## src/loop_responder_pkg.sv

```systemverilog
// Shared types and constants for the loop message responder.
// Assumes one 125 MHz clock domain; every user of this package names it explicitly.
`default_nettype none

package loop_responder_pkg;

	typedef enum logic [3:0] {
		MSG_DATA_BYTE     = 4'h0,
		MSG_ACCESSORY_ID  = 4'h1,
		MSG_DEVICE_ID     = 4'h2,
		MSG_STATUS        = 4'h3,
		MSG_SYSTEM_STATUS = 4'h4,
		MSG_SELECTED_CLR  = 4'h5,
		MSG_LOOP_CLR      = 4'h6,
		MSG_DEP_LISTENER  = 4'h7,
		MSG_DEP_TALKER    = 4'h8,
		MSG_LISTEN_ADDR   = 4'h9,
		MSG_GO_LOCAL      = 4'hA,
		MSG_REMOTE_ENABLE = 4'hB,
		MSG_REMOTE_DIS    = 4'hC
	} msg_kind_e;

	typedef struct packed {
		msg_kind_e   kind;
		logic [7:0]  data;
	} msg_s;

	typedef struct packed {
		logic        eot;
		logic [7:0]  data;
	} reply_s;

	typedef enum logic [2:0] {
		ST_IDLE      = 3'h0,
		ST_ACCESSORY = 3'h1,
		ST_IDENT     = 3'h2,
		ST_STATUS    = 3'h3,
		ST_DRAIN     = 3'h4
	} reply_state_e;

	localparam int unsigned DATA_WIDTH  = 8;
	localparam int unsigned FIFO_DEPTH  = 16;
	localparam logic [4:0]  ADDR_UNLISTEN = 5'h1F;
	// Accessory class code: value arbitrary
	localparam logic [7:0]  ACCESSORY_CLASS = 8'h5A;
	localparam logic [7:0]  CTRL_RESET = 8'h00;
	localparam logic [7:0]  CHAR_RESET = 8'h0D;
	localparam logic [7:0]  CHAR_CR = 8'h0D;
	localparam logic [7:0]  CHAR_LF = 8'h0A;
	localparam logic [7:0]  EOT_FILL = 8'h00;
	// Model string "RSLINK" then CR LF: value arbitrary
	localparam int unsigned ID_LEN = 8;
	localparam logic [3:0]  ID_LAST = 4'h7;
	localparam logic [7:0]  ID_TEXT [0:ID_LEN-1] = '{8'h52, 8'h53, 8'h4C, 8'h49, 8'h4E, 8'h4B, CHAR_CR, CHAR_LF};
	localparam logic [3:0]  STATUS_LAST_FULL = 4'h3;
	localparam logic [3:0]  STATUS_LAST_SYS = 4'h0;

endpackage : loop_responder_pkg

`default_nettype wire

```

## src/loop_byte_fifo.sv

```systemverilog
// Synchronous FIFO with valid/ready on both sides and a flush input.
// Assumes writer and reader share one clock; flush wins over a same-cycle push.
`default_nettype none

module loop_byte_fifo #(
	parameter int unsigned WIDTH = 8,
	parameter int unsigned DEPTH = 16
) (
	input  wire logic                       i_clock,
	input  wire logic                       i_arst_n,
	input  wire logic                       i_flush,
	input  wire logic                       i_in_valid,
	input  wire logic [WIDTH-1:0]           i_in_data,
	output logic                            o_in_ready,
	output logic                            o_out_valid,
	output logic [WIDTH-1:0]                o_out_data,
	input  wire logic                       i_out_ready,
	output logic [$clog2(DEPTH+1)-1:0]      o_count
);

	localparam int unsigned AW = $clog2(DEPTH);
	localparam int unsigned CW = $clog2(DEPTH+1);

	logic [WIDTH-1:0] store [0:DEPTH-1];
	logic [AW-1:0]    wr_ptr;
	logic [AW-1:0]    rd_ptr;
	logic [CW-1:0]    count;
	wire              push = i_in_valid & o_in_ready;
	wire              pop = o_out_valid & i_out_ready;

	assign o_in_ready  = (count != CW'(DEPTH));
	assign o_out_valid = (count != '0);
	assign o_out_data  = store[rd_ptr];
	assign o_count     = count;

	always_ff @(posedge i_clock)
	begin
		if (push)
			store[wr_ptr] <= i_in_data;
	end

	always_ff @(posedge i_clock or negedge i_arst_n)
	begin
		if (!i_arst_n)
		begin
			wr_ptr <= '0;
			rd_ptr <= '0;
			count  <= '0;
		end
		else if (i_flush)
		begin
			wr_ptr <= '0;
			rd_ptr <= '0;
			count  <= '0;
		end
		else
		begin
			if (push)
				wr_ptr <= AW'(wr_ptr + 1'b1);
			if (pop)
				rd_ptr <= AW'(rd_ptr + 1'b1);
			count <= CW'(count + CW'(push) - CW'(pop));
		end
	end

endmodule : loop_byte_fifo

`default_nettype wire

```

## src/loop_message_responder.sv

```systemverilog
// Message-response logic of a serial-loop peripheral bridging to a serial port.
// Assumes decoded loop messages and received bytes arrive on i_clock; talker status is given from outside.
// Overview of operation
// - Accessory request returns one fixed class byte
// - Any clear empties the FIFO, resets control and character registers
// - Listener command acts only while listener
// - Talker command acts only while talker
// - Matching address makes listener; 31 unlistens
// - Identification sends model string, CR, LF
// - Talking data ends with end-of-transmission
// - Status reply starts with system status
// - Go-local keeps remote enable set
// - Remote disable clears remote enable
// - Remote mode data becomes configuration
`default_nettype none

module loop_message_responder (
	input  wire logic                      i_clock,
	input  wire logic                      i_arst_n,
	input  wire logic                      i_msg_valid,
	input  wire loop_responder_pkg::msg_s  i_msg,
	output logic                           o_msg_ready,
	input  wire logic [4:0]                i_own_addr,
	input  wire logic                      i_talker,
	input  wire logic                      i_rx_valid,
	input  wire logic [7:0]                i_rx_data,
	output logic                           o_rx_ready,
	output logic                           o_reply_valid,
	output loop_responder_pkg::reply_s     o_reply,
	input  wire logic                      i_reply_ready,
	output logic                           o_ext_valid,
	output logic [7:0]                     o_ext_data,
	output logic                           o_listener,
	output logic                           o_remote,
	output logic                           o_remote_enable,
	output logic [7:0]                     o_ctrl,
	output logic [7:0]                     o_char
);

	loop_responder_pkg::reply_state_e state;
	logic [3:0]  idx;
	logic [3:0]  status_last;
	logic [4:0]  fifo_count;
	logic        fifo_valid;
	logic [7:0]  fifo_data;

	// Message decode
	wire take_msg = i_msg_valid & o_msg_ready;
	wire [7:0] msg_data = i_msg.data;
	wire is_data = take_msg & (i_msg.kind == loop_responder_pkg::MSG_DATA_BYTE);
	wire is_aid = take_msg & (i_msg.kind == loop_responder_pkg::MSG_ACCESSORY_ID);
	wire is_id = take_msg & (i_msg.kind == loop_responder_pkg::MSG_DEVICE_ID);
	wire is_stat = take_msg & (i_msg.kind == loop_responder_pkg::MSG_STATUS);
	wire is_sys = take_msg & (i_msg.kind == loop_responder_pkg::MSG_SYSTEM_STATUS);
	wire is_clear = take_msg & ((i_msg.kind == loop_responder_pkg::MSG_SELECTED_CLR)
		| (i_msg.kind == loop_responder_pkg::MSG_LOOP_CLR));
	wire is_ddl = take_msg & (i_msg.kind == loop_responder_pkg::MSG_DEP_LISTENER);
	wire is_ddt = take_msg & (i_msg.kind == loop_responder_pkg::MSG_DEP_TALKER);
	wire is_lad = take_msg & (i_msg.kind == loop_responder_pkg::MSG_LISTEN_ADDR);
	wire is_gtl = take_msg & (i_msg.kind == loop_responder_pkg::MSG_GO_LOCAL);
	wire is_ren = take_msg & (i_msg.kind == loop_responder_pkg::MSG_REMOTE_ENABLE);
	wire is_rdis = take_msg & (i_msg.kind == loop_responder_pkg::MSG_REMOTE_DIS);

	wire lad_unl = is_lad & (msg_data[4:0] == loop_responder_pkg::ADDR_UNLISTEN);
	wire lad_hit = is_lad & ~lad_unl & (msg_data[4:0] == i_own_addr);
	wire ddl_exec = is_ddl & o_listener;
	wire ddt_exec = is_ddt & i_talker;
	wire data_remote = is_data & o_listener & o_remote;
	wire data_local = is_data & o_listener & ~o_remote;

	// New messages wait while a reply is being produced, so replies never interleave
	assign o_msg_ready = (state == loop_responder_pkg::ST_IDLE);

	// Reply generation
	wire [7:0] sys_status = {o_listener, i_talker, o_remote, o_remote_enable,
		~fifo_valid, ~o_rx_ready, 2'b00};
	wire [7:0] stat_byte = (idx == 4'h0) ? sys_status :
		(idx == 4'h1) ? o_ctrl :
		(idx == 4'h2) ? o_char : {3'b000, fifo_count};
	wire in_acc = (state == loop_responder_pkg::ST_ACCESSORY);
	wire in_id = (state == loop_responder_pkg::ST_IDENT);
	wire in_stat = (state == loop_responder_pkg::ST_STATUS);
	wire in_drain = (state == loop_responder_pkg::ST_DRAIN);
	wire drain_eot = in_drain & ~fifo_valid;
	wire [7:0] gen_byte = in_acc ? loop_responder_pkg::ACCESSORY_CLASS :
		in_id ? loop_responder_pkg::ID_TEXT[idx[2:0]] :
		in_stat ? stat_byte :
		drain_eot ? loop_responder_pkg::EOT_FILL : fifo_data;
	wire gen_last = in_acc | drain_eot
		| (in_id & (idx == loop_responder_pkg::ID_LAST))
		| (in_stat & (idx == status_last));
	wire gen_valid = ~o_msg_ready;
	wire take = gen_valid & (~o_reply_valid | i_reply_ready);
	wire fifo_pop = take & in_drain & fifo_valid;

	loop_byte_fifo #(
		.WIDTH (loop_responder_pkg::DATA_WIDTH),
		.DEPTH (loop_responder_pkg::FIFO_DEPTH)
	) rx_fifo (
		.i_clock     (i_clock),
		.i_arst_n    (i_arst_n),
		.i_flush     (is_clear),
		.i_in_valid  (i_rx_valid),
		.i_in_data   (i_rx_data),
		.o_in_ready  (o_rx_ready),
		.o_out_valid (fifo_valid),
		.o_out_data  (fifo_data),
		.i_out_ready (fifo_pop),
		.o_count     (fifo_count)
	);

	always_ff @(posedge i_clock or negedge i_arst_n)
	begin
		if (!i_arst_n)
			state <= loop_responder_pkg::ST_IDLE;
		else if (take & gen_last)
			state <= loop_responder_pkg::ST_IDLE;
		else if (is_aid)
			state <= loop_responder_pkg::ST_ACCESSORY;
		else if (is_id)
			state <= loop_responder_pkg::ST_IDENT;
		else if (is_stat | is_sys)
			state <= loop_responder_pkg::ST_STATUS;
		else if (ddt_exec)
			state <= loop_responder_pkg::ST_DRAIN;
	end

	always_ff @(posedge i_clock or negedge i_arst_n)
	begin
		if (!i_arst_n)
		begin
			idx         <= 4'h0;
			status_last <= loop_responder_pkg::STATUS_LAST_FULL;
		end
		else
		begin
			if (take & gen_last)
				idx <= 4'h0;
			else if (take & ~in_drain)
				idx <= 4'(idx + 4'h1);
			if (is_stat | is_sys)
				status_last <= is_sys ? loop_responder_pkg::STATUS_LAST_SYS
					: loop_responder_pkg::STATUS_LAST_FULL;
		end
	end

	// Output register holds a byte until the controller side takes it
	always_ff @(posedge i_clock or negedge i_arst_n)
	begin
		if (!i_arst_n)
		begin
			o_reply_valid <= 1'b0;
			o_reply       <= '0;
		end
		else if (take)
		begin
			o_reply_valid <= 1'b1;
			o_reply       <= '{eot: drain_eot, data: gen_byte};
		end
		else if (i_reply_ready)
			o_reply_valid <= 1'b0;
	end

	// Addressing and mode
	always_ff @(posedge i_clock or negedge i_arst_n)
	begin
		if (!i_arst_n)
		begin
			o_listener      <= 1'b0;
			o_remote        <= 1'b0;
			o_remote_enable <= 1'b0;
		end
		else
		begin
			if (lad_unl)
				o_listener <= 1'b0;
			else if (lad_hit)
				o_listener <= 1'b1;
			if (is_rdis)
				o_remote_enable <= 1'b0;
			else if (is_ren)
				o_remote_enable <= 1'b1;
			// Go-local leaves the enable alone so the next addressing returns to remote
			if (is_gtl | is_rdis)
				o_remote <= 1'b0;
			else if ((lad_hit & o_remote_enable) | (is_ren & o_listener))
				o_remote <= 1'b1;
		end
	end

	// Control and character registers, and the path to the external device
	always_ff @(posedge i_clock or negedge i_arst_n)
	begin
		if (!i_arst_n)
		begin
			o_ctrl      <= loop_responder_pkg::CTRL_RESET;
			o_char      <= loop_responder_pkg::CHAR_RESET;
			o_ext_valid <= 1'b0;
			o_ext_data  <= 8'h00;
		end
		else
		begin
			if (is_clear)
			begin
				o_ctrl <= loop_responder_pkg::CTRL_RESET;
				o_char <= loop_responder_pkg::CHAR_RESET;
			end
			else
			begin
				if (ddl_exec)
					o_ctrl <= msg_data;
				if (data_remote)
					o_char <= msg_data;
			end
			o_ext_valid <= data_local;
			if (data_local)
				o_ext_data <= msg_data;
		end
	end
endmodule : loop_message_responder

`default_nettype wire

```

## config.mk

```make
export PLATFORM = sky130hd
export DESIGN_NAME = loop_message_responder
export DESIGN_NICKNAME = d
export VERILOG_FILES = /design/src/loop_responder_pkg.sv /design/src/loop_byte_fifo.sv /design/src/loop_message_responder.sv
export SDC_FILE = /design/constraint.sdc
export NUM_CORES = 1
export LEC_CHECK = 0
export BUFFER_PORTS_ARGS = -buffer_cell sky130_fd_sc_hd__buf_4
export CORE_MARGIN = 2
export CORE_UTILIZATION = 53
export DETAILED_ROUTE_END_ITERATION = 8
export PLACE_DENSITY = 0.72
export SETUP_SLACK_MARGIN = 0.5
export SYNTH_ARGS = -nofsm -noshare
export SYNTH_HDL_FRONTEND = slang
export SYNTH_SLANG_ARGS = --single-unit
```

## constraint.sdc

```tcl
create_clock -name i_clock -period 3.54 [get_ports i_clock]
set_input_delay 0.708 -clock i_clock [delete_from_list [all_inputs] [get_ports i_clock]]
set_output_delay 0.708 -clock i_clock [all_outputs]
set_load 0.01 [all_outputs]
```

# Yosys cells after proc, flatten, opt, wreduce, memory -nomap -nowiden
# Memory sizes are Yosys's and may differ from the RTL's.
# Cells that the tools add are included.
totals:
  ff_bits: 62
  ram_bits: 128
  mem_bits_ro: 64
  output_inout_bits: 40
  word_cells: 146
  mem_count: 2
op_classes:
  add_sub_neg: 5
  magnitude_cmp: 1
  eq_ne: 23
  muxes: 36
  bitwise_logic: 49
  reduce_logical: 14
mem_list:
  columns: ["name", "depth", "word_bits", "read_ports", "rd_ports_with_merged_regs", "write_ports", "line_no", "rtl"]
  rows:
  - ["rx_fifo.store", 16, 8, 1, 0, 1, "loop_byte_fifo.sv:24", "logic [WIDTH-1:0] store [0:DEPTH-1];"]
  - ["(no name shown)", 8, 8, 1, 0, 0, "loop_message_responder.sv:86", "in_id ? loop_responder_pkg::ID_TEXT[idx[2:0]] :"]
ops:
  columns: ["operator", "count"]
  rows:
  - ["two-way mux 8 bit", 13]
  - ["AND 1 bit", 33]
  - ["two-way mux 4 bit", 6]
  - ["equality test 4 x 3 -> 1 bit (second input constant)", 5]
  - ["equality test 4 bit (second input constant)", 5]
  - ["nonzero test 2 bit", 9]
  - ["two-way mux 3 bit", 5]
  - ["adder 4 x 1 -> 4 bit (second input constant)", 3]
  - ["equality test 4 x 2 -> 1 bit (second input constant)", 3]
  - ["two-way mux 1 bit", 10]
  - ["nonzero test 5 bit", 2]
  - ["equality test 4 x 1 -> 1 bit (second input constant)", 2]
  - ["zero test 4 bit", 2]
  - ["OR 1 bit", 8]
  - ["inverter 1 bit", 7]
  - ["equality test 3 x 2 -> 1 bit (second input constant)", 2]
  - ["adder 5 x 1 -> 5 bit", 1]
  - ["equality test 5 bit", 1]
  - ["equality test 5 bit (second input constant)", 1]
  - ["two-way mux 5 bit", 1]
  - ["inequality test 5 bit (second input constant)", 1]
  - ["subtractor 5 x 1 -> 5 bit", 1]
  - ["equality test 4 bit", 1]
  - ["greater-or-equal comparator 4 bit (second input constant)", 1]
  - ["other kinds (5)", 5]

# Longest topological paths before layout
# Gate-level depths: netlist of run 1.
depth:
  ltp_word: 11
  depth_mapped: 15
  mapped_depth_nobuf: 14

# Cells and area by module
# From an unflattened synthesis of run 1, not the netlist that was laid out.
hier_totals:
  cells_unflattened: 625
  hier_area_um2: 8614.5
by_module_without_submodules:
  columns: ["mod", "instances", "cells_per_inst", "area_each_um2", "seq_area_each_um2"]
  rows:
  - ["loop_byte_fifo", 1, 337, 5884.4, 4169.0]
  - ["loop_message_responder", 1, 288, 2730.1, 1156.1]

# Worst setup path after synthesis of run 1
# OpenSTA, ideal clock, no wires.
synth_timing:
  kind: "input port to flip-flop"
  from: "input i_reply_ready"
  to: "register rx_fifo.count[4], in the netlist rx_fifo.o_count[4]"
  arrival_ns: 2.686
  path_slack_ns: 0.777
  path_stages: 14
  n_path_buf: 2
  path_cell_list: "nand2b_1 clkbuf_1 and4b_1 clkbuf_2 ha_1 inv_1 ha_1 inv_1 fa_1 inv_1 a21oi_1 nor2_1 or3_1 a21oi_1"
synth_between:
  elab_chain_cells: 7
synth_rtl:
  columns: ["item", "line_no", "rtl"]
  rows:
  - ["from (decl)", "loop_message_responder.sv:30", "input wire logic i_reply_ready,"]
  - ["OR 1 bit", "loop_message_responder.sv:93", "wire take = gen_valid & (~o_reply_valid | i_reply_ready);"]
  - ["AND 1 bit", "loop_message_responder.sv:93", null]
  - ["AND 1 bit (2 in series)", "loop_message_responder.sv:94", "wire fifo_pop = take & in_drain & fifo_valid;"]
  - ["AND 1 bit", "loop_byte_fifo.sv:29", "wire pop = o_out_valid & i_out_ready;"]
  - ["subtractor 5 x 1 -> 5 bit", "loop_byte_fifo.sv:62", "count <= CW'(count + CW'(push) - CW'(pop));"]
  - ["two-way mux 5 bit", "loop_byte_fifo.sv:50", "else if (i_flush)"]
  - ["to (signal assigned)", "loop_byte_fifo.sv:62", null]
  - ["to (decl)", "loop_byte_fifo.sv:27", "logic [CW-1:0] count;"]
# Every way passes these cells.
# A chain may end at the register's enable or synchronous reset.

# Worst setup path in the final report of run 1
layout_timing:
  from: "register rx_fifo.count[2], in the netlist rx_fifo.o_count[2]"
  to: "register rx_fifo.count[4], in the netlist rx_fifo.o_count[4]"
layout_between:
  elab_chain_cells: 5
  elab_cells_between_ends: 8
  classes_between: "add/sub: 2; eq/ne: 1; mux: 1; bitwise: 3; reduce/logical: 1"
layout_rtl:
  columns: ["item", "line_no"]
  rows:
  - ["inequality test 5 bit or nonzero test 5 bit (tied branches)", "loop_byte_fifo.sv:31, loop_byte_fifo.sv:32"]
  - ["AND 1 bit (on tied branches)", "loop_byte_fifo.sv:28, loop_message_responder.sv:94"]
  - ["adder 5 x 1 -> 5 bit or AND 1 bit (tied branches)", "loop_byte_fifo.sv:62, loop_byte_fifo.sv:29"]
  - ["subtractor 5 x 1 -> 5 bit (*)", "loop_byte_fifo.sv:62"]
  - ["two-way mux 5 bit (*)", "loop_byte_fifo.sv:50"]
# Mark *: on every way between the ends. The rest lies on a longest branch, timed or not.

==> impl_results.md, run 1 <==
* Status: finished clean
* Worst Path Required at slightly below 4 ns
* Bufs on Longest Clock Path at 2
* Worst-case reg-to-reg path depth at 14
* Reg2reg setup slack at between 0.6 and 0.7 ns
* Bufs and invs on worst path at 4
* Routed vias/inst at approximately 6
* Clock power share at 0.248
* Unique masters post-synth at between 60 and 70
* Post-synth EDFFs at approximately 130
* Critical path startpoint category: flop
* Max-slew violations at 0
* Final Hold Vio Count at 0
* Initial antenna violation count at 0
* I/O pins at slightly above 70
* Die span in y at around 130 um
* FF/Latch Area at ~0.0053 mm^2
* Htree depth at 4
* Core ar. at approximately 0.016 mm^2
* Comb pwr share at 0.355
* Sequential area share after synthesis at 0.625
* Global route overflow at 0
* ANT cells at 0
* Element type at the critical path end: flop
* Die area at around 0.017 mm^2
* Row count at 46
* Yosys reg bits at ~190
* CP max stage delay at roughly 0.41 ns
* Initial Utilization at 0.540
* Top-area cell type share of the netlist area at 0.451
* Hold_buf cts at 0
* DRT Pass-1 Iters at 7
* Kind of critical path: reg -> reg
* FF-to-FF End: rx_fifo.o_count[4]$_DFF_PN0_
* Tcrit/Tclk final at 0.825
* Global-route wire length before repair at about 29,000 um
* CP cell instances: inv_1, ha_1, nor4b_4, and4b_2, ha_1, inv_1, ha_1, inv_1, fa_1, inv_1, a21oi_1, nor2_1, or3_1, a21oi_1
* Average wire per standard cell at a little over 20 um
* Post-Synthesis Cells at 583
* Final core utilization at 0.629
* Post-Syn Nets at 630
* Sw frac at 0.348
* Drt total wl at roughly 19,000 um
* Root buffer cell: clkbuf_16
* CTS buffer count at 17
* Family with the most delay on the worst path: simple AND/OR/NAND/NOR gates
* Final HPWL DP at 12,700 um
* Vias at ~5.4k
* Worst-Margin Slew at 0.744 ns
* Setup TNS at 0 ns
* Gp weighted congestion at 0.936
* Area growth, synth to finish at 16.5%
* # DRC at 0
* Port Buf Inserts at 70
* Worst R2R Start: rx_fifo.o_count[2]$_DFF_PN0_
* Most frequent cells in the layout: edfxtp_1, buf_4, dfrtp_1, nor2_1, nand2_1
* Final Critical Period at roughly 2.9 ns
* Multi-input gate area at 0.00287 mm^2
* Pint at a little over 5 mW
* Pin count of the biggest net entering global routing at 60
* FMAX at between 300 and 400 MHz
* CTS sink count at 187
* Most common cell after layout, fill and taps aside: edfxtp_1
* Worst skew pair latency at 0.44 ns
* ANT nets after route at 0
* Slew headroom at 0.504
* Leakage at approximately 3.8 nW
* Post-synth ARST share at 0.316
* Peak VDD IR at a little under 0.4 mV
* Number of max-cap violations at 0
* Fin Clk Skew at between 0.01 and 0.015 ns
* RSZ-0062 raised after global routing: no
* Area leader, netlist: edfxtp_1
* Synth top area cells: edfxtp_1, dfrtp_1, mux4_2
* Post-Syn Area at around 0.0085 mm^2
* Ratio of cells with drive above 1 in the final layout at 0.264
* Worst EP arrival at approximately 3.3 ns
* Top FF cell, synth: edfxtp_1
* Sw Pwr at between 2 and 3 mW
* Ys Warns at 0
* CTS tree: done
* Final setup fails at 0
* Hold WS at 0.334 ns
* Flop pwr share at 0.398
* Pwr dens at 783 mW/mm^2
* Overall power at ~7.8 mW
* Most frequent cell on the critical path: inv_1
* Max stage delay cell, worst path: dfrtp_1
* Clock transition at path regs at 0.07 ns
* Die width at between 100 and 150 um
* Final-stage net count at 717
* Initial DRC Count at 648
* Min-delay worst type: in -> async
* Filler Cell Count at 1,194
* Avg Synthesized Cell Area at ~15 um^2
* Number of global-route vias before repair at around 5.2k
* Max FO, Critical Path at 4
* Total GRT Usage at 0.229
==> kinds of logic after synthesis <==
family / count (synthesis) / synth area share
flip-flops: 187 / 0.625
AND/OR/NAND/NOR: 157 / 0.0986
AO/OA/AOI/OAI: 95 / 0.0754
buffers and inverters: 56 / 0.0373
multiplexers: 53 / 0.119
XOR/XNOR: 19 / 0.0195
adder cells (fa/ha/maj): 16 / 0.0244
==> Yosys cell counts, drive strengths merged, types with 5 or more instances <==
library cell  instances
a31oi                 6
ha                   15
nand2                36
nand2b                6
a21oi                23
edfxtp              128
mux2i                10
o21ai                18
and3                  5
nand3                 7
mux2                  8
clkbuf               19
nor2                 42
nor2b                10
xor2                  9
a22oi                11
and2                  6
o221ai                5
buf                  13
nor3                 15
xnor2                10
a22o                  6
inv                  23
mux4                 35
o31ai                 6
dfrtp                55
==> stage by stage <==
stage	setup slack [ns]	std cells	cell area, um^2
3_3_place_gp	0.711	859	9250
3_5_place_dp	0.535	859	9250
6_report	0.619	899	9920
4_1_cts	0.527	891	9860
5_1_grt	0.462	899	9920
2_1_floorplan	0.777	583	8510
==> repair_timing <==
item,CTS,global route
endpoints found under the setup margin,0,1
resized for setup,0,1
buffers inserted,0,8
==> how the worst max path moves through the flow <==
stage	depth (start not counted)	endpoint	start	slack, ns
floorplan	14	rx_fifo.o_count[4]$_DFF_PN0_	i_reply_ready	0.78
global placement	14	rx_fifo.o_count[4]$_DFF_PN0_	rx_fifo.o_count[2]$_DFF_PN0_	0.71
detailed placement	14	rx_fifo.o_count[4]$_DFF_PN0_	rx_fifo.o_count[3]$_DFF_PN0_	0.53
CTS	14	rx_fifo.o_count[4]$_DFF_PN0_	rx_fifo.o_count[3]$_DFF_PN0_	0.53
global route	14	rx_fifo.o_count[4]$_DFF_PN0_	rx_fifo.o_count[2]$_DFF_PN0_	0.46
finish	14	rx_fifo.o_count[4]$_DFF_PN0_	rx_fifo.o_count[2]$_DFF_PN0_	0.62
==> layout make-up <==
class	count	area share
clock buffer	17	0.0429
clock inverter	15	0.0184
inverter	24	0.00908
multi-input combinational	340	0.290
sequential	187	0.537
tap	216	0.0272
timing repair buffer	100	0.0757
==> sequential cells by signal, summed over array words and instances, names as in the netlist <==
register and cells:
state 3, status_last 1, idx 4, o_listener 1
o_reply_valid 1, o_reply 9, o_ctrl 8, rx_fifo.o_count 5
o_remote 1, rx_fifo.store 128, o_remote_enable 1, rx_fifo.wr_ptr 4
o_ext_valid 1, o_char 8, rx_fifo.rd_ptr 4, o_ext_data 8
==> worst reg2reg max path, delay by kind of cell, from the launching register on <==
family / cells / cell delay, ns
compound gates: 2 / 0.26
fa+ha+maj: 4 / 0.85
buf+inv: 4 / 0.25
simple gates: 4 / 1.08
flops: 1 / 0.41
==> metal layers <==
layer  track usage  wire [um]  vias up
met1         0.319       7870     2743
met5             0          0        -
met3        0.0578       1320       47
met4        0.0701        413        0
li1              -          -     2409
met2         0.360       8940      233
==> power by group through the flow <==
stage	clock, mW	sequential [mW]	combinational [mW]
6_report	1.92	3.09	2.76
2_1_floorplan	0	3.00	1.95
3_3_place_gp	0	3.11	2.58
4_1_cts	1.95	3.08	2.67
5_1_grt	2.03	3.14	2.99
3_5_place_dp	0	3.13	2.65
(Power assumes the default switching activity.)
==> inputs of run 2 (changes only) <==
Settings changed: PLACE_DENSITY 0.72 to 0.75.
Clock period 3.54 ns to 2.66 ns, I/O delays scaled along.
==> impl_results.md, run 2 (synthesized netlist as in run 1, its figures left out) <==
* CTS buffer count at 17
* Average wire per standard cell at about 22 um
* Number of global-route vias before repair at 5,481
* Top flop regs: rx_fifo.store (128), o_reply (9)
* Bufs on Longest Clock Path at 2
* Global-route wire length before repair at 30,700 um
* Filler Cell Count at 1,075
* Worst skew pair latency at between 0.4 and 0.5 ns
* Total GRT Usage at 0.244
* Hold WS at about 0.18 ns
* Peak VDD IR at 0.701 mV
* RSZ-0062 raised after global routing: yes
* Root buffer cell: clkbuf_16
* Clock power share at 0.226
* Drt total wl at between 20,000 and 25,000 um
* Post-DP Area at 0.00943 mm^2
* Ratio of cells with drive above 1 in the final layout at 0.344
* CP max stage delay at 0.40 ns
* Final cell count without fillers at 920
* Worst-Margin Slew at 0.756 ns
* Final Hold Vio Count at 0
* Number of max-cap violations at 0
* Final setup margin at between 0.08 and 0.09 ns
* Tcrit/Tclk final at 0.968
* Max stage delay cell, worst path: dfrtp_1
* Final Critical Period at ~2.6 ns
* Most frequent cells in the layout: edfxtp_1, buf_4, dfrtp_1, nor2_1, nand2_1
* Initial Utilization at 0.540
* Worst EP arrival at 2.93 ns
* Die area at ~0.017 mm^2
* Final setup fails at 0
* Die span in y at about 130 um
* Global route overflow at 0
* Core ar. at between 0.015 and 0.02 mm^2
* Comb pwr share at 0.397
* DRT Pass-1 Iters at 5
* CP Launch Point: rx_fifo.o_count[2]$_DFF_PN0_
* Area growth, synth to finish at 21.9%
* Sw frac at 0.362
* # DRC at 0
* Gp weighted congestion at ~0.92
* Setup TNS at 0 ns
* Overall power at between 10 and 15 mW
* Kind of critical path: reg -> reg
* Final-stage net count at 739
* Bufs and invs on worst path at 4
* CP cell instances: inv_2, ha_4, nor4b_4, and4b_2, ha_4, inv_4, ha_4, inv_2, fa_2, inv_2, a21oi_2, nor2_1, or3_1, a21oi_1
* Sw Pwr at roughly 3.9 mW
* Slew headroom at 0.496
* Flop pwr share at 0.376
* Worst R2R Start: rx_fifo.o_count[2]$_DFF_PN0_
* Initial DRC Count at slightly below 500
* Fin Clk Skew at 0.0105 ns
* I/O pins at between 70 and 80
* Final instance area at a little over 0.01 mm^2
* Final core utilization at 0.658
* Worst Path Required at between 3 and 4 ns
* Critical path startpoint category: flop
* Pin count of the biggest net entering global routing at 60
* Max-slew violations at 0
* Row count at 46
* CTS sink count at approximately 190
* Most common cell after layout, fill and taps aside: edfxtp_1
* Routed vias/inst at 6.04
* Status: finished clean
* Initial antenna violation count at 0
* Port Buf Inserts at 70
* Vias at around 5.6k
* ANT nets after route at 0
* Family with the most delay on the worst path: simple AND/OR/NAND/NOR gates
* Final HPWL DP at around 13,000 um
* Placed cells at slightly below 900
* ANT cells at 0
* Die width at between 100 and 150 um
* Element type at the critical path end: flop
* Leakage at about 4 nW
* Placement Setup Slack at approximately 0.066 ns
* Clock transition at path regs at ~0.070 ns
* Hold_buf cts at 0
* Min-delay worst type: in -> async
* Max FO, Critical Path at 2
* FMAX at approximately 390 MHz
* Htree depth at 4
* Reg2reg setup slack at 0.08 ns
* Largest register FFs at 128
* CTS tree: done
* Top reg by flops: rx_fifo.store
* Pint at roughly 6.9 mW
* Pwr dens at approximately 1000 mW/mm^2
## run 2: changes by cell type in the layout (fill, tap and decap cells not counted), moves of 4 or more
cell / change
buf_4: +8
nor2_4: +4
nor2_1: -5
buf_8: +5
ha_4: +5
nor3_1: -5
inv_2: +7
buf_6: +7
ha_1: -5
inv_1: -7
and2_4: +4
nor3_4: +4
and2_1: -4
## run 2: worst register-to-register path: stages, from the launching register on
cell     delay, ns
dfrtp_1       0.40
inv_2         0.08
ha_4          0.13
nor4b_4       0.20
and4b_2       0.30
ha_4          0.28
inv_4         0.03
ha_4          0.15
inv_2         0.05
fa_2          0.20
inv_2         0.04
a21oi_2       0.11
nor2_1        0.06
or3_1         0.35
a21oi_1       0.12
## run 2: final timing paths
kind / endpoint / cells past startpoint
min in group i_clock: o_ctrl[6]$_DFFE_PN0P_ / 2
worst max register to register: rx_fifo.o_count[4]$_DFF_PN0_ / 14
worst min-delay path: o_remote_enable$_DFFE_PN0P_ / 1
worst max-delay path: rx_fifo.o_count[4]$_DFF_PN0_ / 14
worst min register to register: o_reply[8]$_DFFE_PN0P_ / 2
max in group asynchronous: rx_fifo.rd_ptr[0]$_DFFE_PN0P_ / 1
## run 2: power groups by stage
stage | combinational [mW] | clock (mW) | sequential, mW
after floorplan | 2.68 | 0 | 4.00
after global placement | 3.67 | 0 | 4.08
after detailed placement | 3.76 | 0 | 4.11
after CTS | 4.02 | 2.48 | 4.04
after global routing | 4.63 | 2.61 | 4.14
final | 4.32 | 2.46 | 4.09
## run 2: metal layers
layer / part of all wire / global-route usage
met5: 0 / 0
met4: 0.019 / 0.0670
met3: 0.055 / 0.0513
met2: 0.51 / 0.401
met1: 0.42 / 0.336
## run 2: what timing repair did
item                                    4_1_cts  5_1_grt
resized for setup                            23       52
endpoints found under the setup margin       68      125
pin swaps                                    13       11
buffers inserted                              8        7
## run 2: layout make-up
class	count	area, um^2	area share
Clock buffer	17	425	0.0410
Clock inverter	14	150	0.0145
Inverter	24	92.6	0.00892
Multi-Input combinational cell	340	3110	0.300
Sequential cell	187	5330	0.513
Tap cell	216	270	0.0260
Timing Repair Buffer	122	1000	0.0968
==> inputs of run 3 (changes only) <==
Settings changed: REMOVE_ABC_BUFFERS set to 1.
==> impl_results.md, run 3 (synthesized netlist as in run 1, its figures left out) <==
* Hold_buf cts at 0
* Total GRT Usage at 0.243
* Critical path startpoint category: flop
* Min-delay worst type: in -> async
* Bufs on Longest Clock Path at 2
* Routed vias/inst at roughly 6.0
* Status: finished clean
* Final cell count without fillers at between 900 and 1k
* Htree depth at 4
* CTS tree: done
* Most common cell after layout, fill and taps aside: edfxtp_1
* Average wire per standard cell at 21.4 um
* Max stage delay cell, worst path: dfrtp_1
* Number of global-route vias before repair at ~5.5k
* Top flop regs: rx_fifo.store (128), o_reply (9)
* Placement Setup Slack at approximately 0.00044 ns
* Element type at the critical path end: flop
* Final-stage net count at approximately 750
* Port Buf Inserts at 70
* Final HPWL DP at 13,000 um
* Hold WS at around 0.17 ns
* Max FO, Critical Path at 2
* # DRC at 0
* RSZ-0062 raised after global routing: yes
* Final setup margin at 0.0507 ns
* Die span in y at 131 um
* Final Hold Vio Count at 0
* Pin count of the biggest net entering global routing at 60
* FMAX at about 380 MHz
* Final setup fails at 0
* Kind of critical path: reg -> reg
* Initial DRC Count at approximately 430
* Pwr dens at around 1100 mW/mm^2
* Worst-case reg-to-reg path depth at 14
* Global route overflow at 0
* Drt total wl at around 20,000 um
* Core ar. at 0.0158 mm^2
* ANT nets after route at 0
* Leakage at 4.00 nW
* Slew headroom at 0.498
* Initial antenna violation count at 0
* Number of max-cap violations at 0
* Family with the most delay on the worst path: simple AND/OR/NAND/NOR gates
* Levels on crit path at 14
* Row count at 46
* Placed cells at ~870
* Bufs and invs on worst path at 4
* Setup TNS at 0 ns
* DRT Pass-1 Iters at 5
* Worst EP arrival at 2.97 ns
* Worst-Margin Slew at about 0.75 ns
* Tcrit/Tclk final at 0.981
* Root buffer cell: clkbuf_16
* Area growth, synth to finish at 21.9%
* ANT cells at 0
* Max-slew violations at 0
* Peak VDD IR at around 0.58 mV
* Worst skew pair latency at between 0.4 and 0.5 ns
* Overall power at between 10 and 15 mW
* Ratio of cells with drive above 1 in the final layout at 0.366
* Filler Cell Count at approximately 1.1k
* Clock transition at path regs at approximately 0.070 ns
* Reg2reg setup slack at about 0.051 ns
* Most frequent cells in the layout: edfxtp_1, buf_4, dfrtp_1, nor2_1, nand2_1
* Initial Utilization at 0.540
* Largest register FFs at approximately 130
* Fin Clk Skew at 0.0120 ns
* Top reg by flops: rx_fifo.store
* Die area at 0.0171 mm^2
* CP cell instances: inv_2, ha_4, nor4b_4, and4b_2, ha_4, inv_4, ha_4, inv_2, fa_2, inv_2, a21oi_2, nor2_1, or3_1, a21oi_2
* CTS buffer count at 17
* Gp weighted congestion at between 0.9 and 1
* Vias at ~5.6k
* Global-route wire length before repair at 30,500 um
* CP max stage delay at approximately 0.39 ns
* Die width at between 100 and 150 um
* I/O pins at just over 70
* Multi-input gate area at 0.00305 mm^2
* FF/Latch Area at between 0.005 and 0.006 mm^2
* CTS sink count at between 150 and 200
* Worst Path Required at 3.02 ns
* Final Critical Period at 2.61 ns
-- run 3: changes by cell type in the layout (fill, tap and decap cells not counted), moves of 3 or more --
cell / previous run / this run
buf_8: 5 / 1
nor2_4: 4 / 0
nor3_4: 4 / 1
a22oi_2: 3 / 9
nor3_2: 1 / 4
a22oi_1: 8 / 2
buf_4: 108 / 117
mux4_2: 26 / 32
mux4_1: 9 / 3
-- run 3: path summary, 6_finish.rpt --
kind                                               from                            to
max                        rx_fifo.o_count[2]$_DFF_PN0_  rx_fifo.o_count[4]$_DFF_PN0_
min                                            i_arst_n     o_ext_data[4]$_DFFE_PN0P_
max reg2reg                rx_fifo.o_count[2]$_DFF_PN0_  rx_fifo.o_count[4]$_DFF_PN0_
min reg2reg                      o_reply[8]$_DFFE_PN0P_        o_reply[8]$_DFFE_PN0P_
max in group asynchronous                      i_arst_n            idx[0]$_DFFE_PN0P_
min in group i_clock                           i_msg[6]         o_ctrl[6]$_DFFE_PN0P_
-- run 3: area by class of cell --
cell class / count / area share
Inverter: 24 / 0.00892
Timing Repair Buffer: 128 / 0.103
Clock inverter: 15 / 0.0141
Clock buffer: 17 / 0.0410
Multi-Input combinational cell: 340 / 0.294
Tap cell: 216 / 0.0260
Sequential cell: 187 / 0.513
-- run 3: metal layers --
metal | share of wire | up-vias | track usage
li1 | - | 2452 | -
met1 | 0.39 | 2781 | 0.315
met2 | 0.50 | 282 | 0.403
met3 | 0.077 | 46 | 0.0489
met4 | 0.028 | 0 | 0.104
met5 | 0 | - | 0
-- run 3: stage by stage --
step,cell area (um^2),util
2_1_floorplan,8290,-
3_3_place_gp,9380,0.595
3_5_place_dp,9380,0.595
4_1_cts,10100,0.642
5_1_grt,10400,0.658
6_report,10400,0.658
-- run 3: power by group --
part | switching (mW) | internal, mW | leakage [nW] | total [mW]
combinational | 2.31 | 2.20 | 1.82 | 4.51
clock | 1.22 | 1.25 | 0.275 | 2.46
sequential | 0.467 | 3.62 | 1.90 | 4.09
-- run 3: repair_timing --
item,4_1_cts,5_1_grt
setup endpoints to repair,46,106
gates resized for setup,34,44
pin swaps,15,18
gates cloned,2,0
buffers inserted,3,17
